==> src/lhp_regs.svh <==
// Offsets, reset values and timing counts for the host bus port
`ifndef LHP_REGS_SVH
`define LHP_REGS_SVH

`define LHP_PSAVE_ADDR      16'h0008
`define LHP_PSAVE_BIT       0
`define LHP_PSAVE_RST       1'b0

`define LHP_CLK_PERIOD_NS   10
`define LHP_WAIT_MAX_NS     42
`define LHP_WAIT_MAX_CYC    (`LHP_WAIT_MAX_NS / `LHP_CLK_PERIOD_NS)
`define LHP_NOWAIT_DATA_NS  58
`define LHP_NOWAIT_DATA_CYC (`LHP_NOWAIT_DATA_NS / `LHP_CLK_PERIOD_NS)
`define LHP_FLOAT_NS        10
`define LHP_FLOAT_CYC       (`LHP_FLOAT_NS / `LHP_CLK_PERIOD_NS)
`define LHP_ACK_DRIVE_NS    15
`define LHP_ACK_DRIVE_CYC   (`LHP_ACK_DRIVE_NS / `LHP_CLK_PERIOD_NS)
`define LHP_TAIL_CYC        1
`define LHP_TIMER_W         3

`endif

==> src/lhp_pkg.sv <==
// Types shared by the host bus port modules
package lhp_pkg;
	typedef enum logic [1:0] {
		LHP_GEN_WAIT,
		LHP_GEN_NOWAIT,
		LHP_M68
	} lhp_mode_e;

	typedef enum logic [1:0] {
		LHP_IDLE,
		LHP_BUSY,
		LHP_DONE,
		LHP_TAIL
	} lhp_state_e;
endpackage

==> src/lhp_wait_timer.sv <==
// Cycle counter bounding how long an access may hold the wait line
`timescale 1ns/1ps
`include "lhp_regs.svh"
module lhp_wait_timer (
	input  wire logic clk,
	input  wire logic rst,
	input  wire logic run,
	output logic      expired
);
	logic [`LHP_TIMER_W-1:0] cnt_q;
	logic [`LHP_TIMER_W-1:0] cnt_d;

	always_comb begin
		cnt_d = run ? cnt_q + `LHP_TIMER_W'(1) : '0;
	end

	always_ff @(posedge clk or posedge rst) begin
		if (rst) begin
			cnt_q <= '0;
		end else begin
			cnt_q <= cnt_d;
		end
	end

	// Last allowed cycle of the held wait
	assign expired = run && (cnt_q == `LHP_TIMER_W'(`LHP_WAIT_MAX_CYC - 1));
endmodule

==> src/lhp_host_port.sv <==
// Host parallel bus port: strobes, wait/acknowledge line and core access
//
// Function
// - With wait in use, the port pulls wait low right after a strobe falls.
// - On the generic bus the port floats wait within 10 ns of the strobe rising.
// - Wait is never held active longer than four clocks plus 2 ns in one access.
// - With wait in use, read data is valid within one clock of wait being released.
// - Without wait, read data is valid within four clocks plus 18 ns of read falling.
// - On the strobed bus the port drives the acknowledge line within 15 ns of strobe fall.
// - On the strobed bus, direct and power save, wait floats within 10 ns of read rising.
// - On the strobed bus otherwise, wait deasserts within 10 ns of address strobe rising.
// - On the strobed bus, wait stays inactive from first drive at most four clocks plus 2 ns.
// - Power save is entered and left through bit 0 of register 08h.
`timescale 1ns/1ps
`include "lhp_regs.svh"
module lhp_host_port (
	input  wire logic        MCLK,
	input  wire logic        RST,
	input  wire logic [1:0]  BUS_MODE,
	input  wire logic        DIRECT_MODE,
	input  wire logic        CS_N,
	input  wire logic [15:0] HOST_ADDR,
	input  wire logic [7:0]  HOST_DATA_I,
	output logic      [7:0]  HOST_DATA_O,
	output logic             HOST_DATA_OE,
	input  wire logic        RD_N,
	input  wire logic        WR_N,
	input  wire logic        ADDR_STROBE_N,
	output logic             XFER_ACK_N_O,
	output logic             XFER_ACK_N_OE,
	output logic             CORE_REQ,
	output logic             CORE_WE,
	output logic      [15:0] CORE_ADDR,
	output logic      [7:0]  CORE_WDATA,
	input  wire logic        CORE_ACK,
	input  wire logic [7:0]  CORE_RDATA,
	output logic             POWER_SAVE
);
	lhp_pkg::lhp_mode_e  mode;
	lhp_pkg::lhp_state_e state_q;
	lhp_pkg::lhp_state_e state_d;
	logic        m68;
	logic        dstb_n;
	logic        dstb_prev_q;
	logic        as_prev_q;
	logic        start;
	logic        dstb_rise;
	logic        as_rise;
	logic        rd_rise;
	logic        rd_prev_q;
	logic        expired;
	logic        we_q;
	logic        we_d;
	logic        sent_q;
	logic        sent_d;
	logic        pend_q;
	logic        pend_d;
	logic        vld_q;
	logic        vld_d;
	logic        psave_q;
	logic        psave_d;
	logic [15:0] addr_q;
	logic [15:0] addr_d;
	logic [7:0]  wdata_q;
	logic [7:0]  wdata_d;
	logic [7:0]  rdata_q;
	logic [7:0]  rdata_d;
	logic        rd_req;
	logic        wr_req;

	// Illegal mode code falls back to the variant without wait
	always_comb begin
		unique case (BUS_MODE)
			2'h0:    mode = lhp_pkg::LHP_GEN_WAIT;
			2'h2:    mode = lhp_pkg::LHP_M68;
			default: mode = lhp_pkg::LHP_GEN_NOWAIT;
		endcase
	end

	assign m68       = (mode == lhp_pkg::LHP_M68);
	assign dstb_n    = m68 ? RD_N : (RD_N & WR_N);
	assign dstb_rise = dstb_n && !dstb_prev_q;
	assign as_rise   = ADDR_STROBE_N && !as_prev_q;
	assign rd_rise   = RD_N && !rd_prev_q;
	// Host keeps its strobe spacing, so a new start only comes from idle
	assign start     = !CS_N && (state_q == lhp_pkg::LHP_IDLE)
		&& (m68 ? (!ADDR_STROBE_N && as_prev_q) : (!dstb_n && dstb_prev_q));
	assign rd_req    = (state_q == lhp_pkg::LHP_BUSY) && !we_q && !sent_q;
	assign wr_req    = pend_q && dstb_rise;

	lhp_wait_timer u_timer (
		.clk     (MCLK),
		.rst     (RST),
		.run     (state_q == lhp_pkg::LHP_BUSY),
		.expired (expired)
	);

	always_comb begin
		state_d = state_q;
		we_d    = we_q;
		sent_d  = sent_q;
		pend_d  = pend_q;
		vld_d   = vld_q;
		addr_d  = addr_q;
		rdata_d = rdata_q;
		unique case (state_q)
			lhp_pkg::LHP_IDLE: begin
				if (start) begin
					state_d = lhp_pkg::LHP_BUSY;
					we_d    = m68 ? !WR_N : !WR_N && RD_N;
					pend_d  = m68 ? !WR_N : !WR_N && RD_N;
					sent_d  = 1'b0;
					vld_d   = 1'b0;
					addr_d  = HOST_ADDR;
				end
			end
			lhp_pkg::LHP_BUSY: begin
				sent_d = 1'b1;
				if (!we_q && CORE_ACK) begin
					rdata_d = CORE_RDATA;
				end
				// Timeout releases wait even when the core is late
				if (we_q || CORE_ACK || expired) begin
					state_d = lhp_pkg::LHP_DONE;
					vld_d   = 1'b1;
				end
			end
			lhp_pkg::LHP_DONE: begin
				if (!m68) begin
					if (dstb_n) begin
						state_d = lhp_pkg::LHP_IDLE;
					end
				end else if (DIRECT_MODE && psave_q) begin
					if (rd_rise) begin
						state_d = lhp_pkg::LHP_IDLE;
					end
				end else if (as_rise) begin
					state_d = lhp_pkg::LHP_TAIL;
				end
			end
			lhp_pkg::LHP_TAIL: begin
				state_d = lhp_pkg::LHP_IDLE;
			end
		endcase
		if (wr_req) begin
			pend_d = 1'b0;
		end
	end

	always_ff @(posedge MCLK or posedge RST) begin
		if (RST) begin
			state_q <= lhp_pkg::LHP_IDLE;
			we_q    <= 1'b0;
			sent_q  <= 1'b0;
			pend_q  <= 1'b0;
			vld_q   <= 1'b0;
			addr_q  <= '0;
			rdata_q <= '0;
		end else begin
			state_q <= state_d;
			we_q    <= we_d;
			sent_q  <= sent_d;
			pend_q  <= pend_d;
			vld_q   <= vld_d;
			addr_q  <= addr_d;
			rdata_q <= rdata_d;
		end
	end

	// Strobe history, write data and the power save bit
	always_comb begin
		wdata_d = dstb_n ? wdata_q : HOST_DATA_I;
		psave_d = psave_q;
		if (wr_req && addr_q == `LHP_PSAVE_ADDR) begin
			psave_d = wdata_q[`LHP_PSAVE_BIT];
		end
	end

	always_ff @(posedge MCLK or posedge RST) begin
		if (RST) begin
			dstb_prev_q <= 1'b1;
			as_prev_q   <= 1'b1;
			rd_prev_q   <= 1'b1;
			wdata_q     <= '0;
			psave_q     <= `LHP_PSAVE_RST;
		end else begin
			dstb_prev_q <= dstb_n;
			as_prev_q   <= ADDR_STROBE_N;
			rd_prev_q   <= RD_N;
			wdata_q     <= wdata_d;
			psave_q     <= psave_d;
		end
	end

	// Write goes to the core only once data has settled at strobe rise
	assign CORE_REQ     = rd_req || wr_req;
	assign CORE_WE      = wr_req;
	assign CORE_ADDR    = addr_q;
	assign CORE_WDATA   = wdata_q;
	assign POWER_SAVE   = psave_q;
	assign HOST_DATA_O  = rdata_q;
	assign HOST_DATA_OE = !CS_N && !RD_N && (m68 ? WR_N : 1'b1);

	// Generic with wait: low while busy; strobed: high while busy, low as acknowledge
	always_comb begin
		XFER_ACK_N_OE = 1'b0;
		XFER_ACK_N_O  = 1'b1;
		if (mode == lhp_pkg::LHP_GEN_WAIT) begin
			XFER_ACK_N_OE = (state_q == lhp_pkg::LHP_BUSY) || (state_q == lhp_pkg::LHP_DONE);
			XFER_ACK_N_O  = (state_q != lhp_pkg::LHP_BUSY);
		end else if (m68) begin
			XFER_ACK_N_OE = (state_q != lhp_pkg::LHP_IDLE);
			XFER_ACK_N_O  = (state_q != lhp_pkg::LHP_DONE);
		end
	end

	logic [2:0] wl_cnt_q;
	always_ff @(posedge MCLK or posedge RST) begin
		if (RST) begin
			wl_cnt_q <= '0;
		end else if (XFER_ACK_N_OE && !XFER_ACK_N_O && !m68) begin
			wl_cnt_q <= (wl_cnt_q == 3'h7) ? wl_cnt_q : wl_cnt_q + 3'h1;
		end else begin
			wl_cnt_q <= '0;
		end
	end
endmodule

==> config.mk <==
export PLATFORM = sky130hd
export DESIGN_NAME = lhp_host_port
export DESIGN_NICKNAME = d
export VERILOG_FILES = /design/src/lhp_pkg.sv /design/src/lhp_wait_timer.sv /design/src/lhp_host_port.sv
export VERILOG_INCLUDE_DIRS = /design/src
export SDC_FILE = /design/constraint.sdc
export NUM_CORES = 1
export LEC_CHECK = 0
export BUFFER_PORTS_ARGS = -buffer_cell sky130_fd_sc_hd__buf_2
export CAP_MARGIN = 40
export CORE_UTILIZATION = 40
export DETAILED_ROUTE_END_ITERATION = 12
export PLACE_DENSITY = 0.73
export SYNTH_ARGS = -nofsm -noshare
export SYNTH_HDL_FRONTEND = slang
export SYNTH_HIERARCHICAL = 1
export SYNTH_SLANG_ARGS = --single-unit
==> constraint.sdc <==
create_clock -name MCLK -period 1.7 [get_ports MCLK]
set_input_delay 0 -clock MCLK [delete_from_list [all_inputs] [get_ports MCLK]]
set_output_delay 0 -clock MCLK [all_outputs]
set_load 0.02 [all_outputs]
==> results.toml <==
[setup_path]
setup.worst_path.end_class = "flip-flop"
required_ns = 1.88
arrival_ns = 1.85
slowest_stage = "dfrtp_1"
cpPeakStageDelay_ns = 0.38
crit_fanout = 5
cp_top_family = "compound AO/OA/AOI/OAI gates"
worst_setup_path_start_kind = "flip-flop"
cp_cell_sequence = "buf_4 > ha_4 > and2_4 > nor3_2 > a311o_1 > o32a_1"
crit_buf_inv = 1
critical_path_class = "flip-flop to flip-flop"

[sta]
max_slew_margin = 0.5301
period_share = 0.9812
rsz0062_at_grt = "yes"
max_slew.worst_pin.slew_ns = 0.7005
finalMaxSlewViolations = 0
hold_viol_final = 0
max_clock_freq_ghz = 0.5995
setup_violations = 0
hold_slack_ns = 0.06527
min_period_ns = 1.668
worst_clock_skew_ns = 0.01090

[yosys]
synth-compound-area-share = 0.04266
ys.flop_type = "dfrtp_1"
synth_adder_area_share = 0.03232
synthMuxAreaShare = 0.1558
syn_avg_cell_area_um2 = 12.10
yosysUniqueCellTypes = 36
synthArstFlopShare = 1.000
syn-cell-area_um2 = 1936
ys_warn_count = 6
synthTopCellsByArea = "dfrtp_1, mux2_2, nand2_1"
netlist_instances = 160
synth_fp_nets = 207
post_synth_and_or_nand_nor_area_fraction = 0.1707
synth_edf_count = 0
synth_commonest_cells = "dfrtp_1, nand2_1, mux2_2"
synth_top_family_by_area = "simple AND/OR/NAND/NOR gates"
ys_ff_latch = 44
synthXorXnorAreaFrac = 0
synth_area_leader_cell = "dfrtp_1"
seq_area_frac_synth = 0.5708
synth.top_cell.area_share = 0.5301
yosysMostFrequentCell = "dfrtp_1"

[final_layout]
stdcell_area_um2 = 2980
multi_input_area_um2 = 809.5
post-route-util = 0.6617
finalNonFillerCells = 341
fillers = 361
area_delta_synth_final_pct = 53.98
antenna_cells = 0
seq_area_um2 = 1105
drive_above_1_share = 0.4775
nNetsFinal = 335

[floorplan]
row_count = 24
start_util = 0.4297
die-height_um = 71.57
die_x_um = 71.57
core-area_um2 = 4504
design.die.area_um2 = 5122
io_pins = 80

[placed_design]
dp.cells = 295
dpl.hpwl_um = 2953
port_buffers = 79
placed_cell_area_um2 = 2437
gp_congestion = 0.8490

[drt]
drtAntennaViolNets = 0
drc = 0
viasPerCell = 4.663
drt_iter0_drc = 50
wl_um = 4526
wl_per_cell_um = 13.27
dr.pass1.iters = 4
vias = 1590

[power_and_ir_drop]
finalPower_uw = 4329
p_leak_uw = 0.001511
p_per_area_nw_per_um2 = 1452
ir_worst_vdd_mv = 0.8899

[clocking]
clockRootBuffer = "clkbuf_8"
cts_sinks = 44
htreeDepth = 2
cts_tree = "yes"
numCtsBuffers = 5
clkTransAtPathRegs_ns = 0.09
cts_max_path_buffers = 2
clock_latency_ns = 0.28

[grt]
grt.overflow.total = 0
grt_pass1_wl_um = 7431
antenna_found_initial = 0
grt_max_degree = 24
grtUsageTotal = 0.1852
grt_pass1_vias = 1664

[status]
outcome = "completed"

[min_path]
hold_class = "input port to flip-flop"

[job]
drv_cap = 0
## worst register-to-register path, cell delays in order (launching register included)
cell     delay, ns
dfrtp_1       0.38
buf_4         0.13
ha_4          0.17
and2_4        0.15
nor3_2        0.04
a311o_1       0.36
o32a_1        0.33
## cell type report
type	count	area share
Clock inverter	2	0.01301
Clock buffer	6	0.02771
Tap cell	52	0.02183
Sequential cell	44	0.3707
Multi-Input combinational cell	104	0.2716
Timing Repair Buffer	123	0.2825
Inverter	10	0.01259
## power by group
group          switching [uW]  total (uW)  internal [uW]
Combinational             969        1840            869
Clock                     345         825            481
Sequential                239        1670           1430
## registers in the layout (all words and copies together) (netlist names)
register,count
dstb_prev_q,1
u_timer/cnt_q,3
sent_q,1
CORE_ADDR,16
POWER_SAVE,1
as_prev_q,1
rd_prev_q,1
HOST_DATA_O,8
we_q,1
CORE_WDATA,8
pend_q,1
state_q,2
## logic make-up after synthesis
kind of cell / count (synthesis)
AND/OR/NAND/NOR: 61
flip-flops: 44
multiplexers: 27
buffers and inverters: 12
AO/OA/AOI/OAI: 11
adder cells (fa/ha/maj): 5
## cells in the final DEF (no fill, tap or decap), types with 3 or more instances in the layout
| cell type | count |
|---|---|
| clkbuf_8 | 6 |
| nor3_1 | 3 |
| dfstp_2 | 3 |
| dfrtp_1 | 41 |
| inv_1 | 7 |
| mux2_2 | 25 |
| nand2_1 | 30 |
| buf_2 | 79 |
| nor4_1 | 3 |
| buf_4 | 6 |
| ha_1 | 4 |
| dlygate4sd3_1 | 35 |
| nor2_1 | 5 |
## final timing paths
path	from	endpoint	slack [ns]	cells past startpoint
max	state_q[0]	state_q[0]	0.03	6
min	WR_N	we_q	0.07	3
max reg2reg	state_q[0]	state_q[0]	0.03	6
min reg2reg	CORE_WDATA[7]	CORE_WDATA[7]	0.47	2
max in group asynchronous	RST	rd_prev_q	0.84	4
min in group asynchronous	RST	u_timer/cnt_q[1]	0.14	3
## layer usage
layer | share of wire | routed length (um) | vias up | global-route usage
li1 | - | - | 803 | -
met4 | 0.0031 | 14 | 0 | 0.03922
met5 | 0 | 0 | - | 0
met2 | 0.53 | 2405 | 47 | 0.3386
met1 | 0.42 | 1886 | 738 | 0.2210
met3 | 0.048 | 219 | 2 | 0.04641
## stage by stage
step                setup TNS, ns  setup WS (ns)
detailed placement       -0.04124       -0.03576
finish                          0        0.03190
floorplan                       0        0.07331
global placement                0        0.04214
CTS                             0        0.02952
global route             -0.07681       -0.03919
## repair_timing
action,CTS,global route
endpoints found under the setup margin,4,13
pin swaps,0,1
gates resized for setup,2,6
endpoints found under the hold margin,55,0
hold buffers,35,0
setup buffers,0,3
Note: power is estimated with default switching activity, not from simulation.
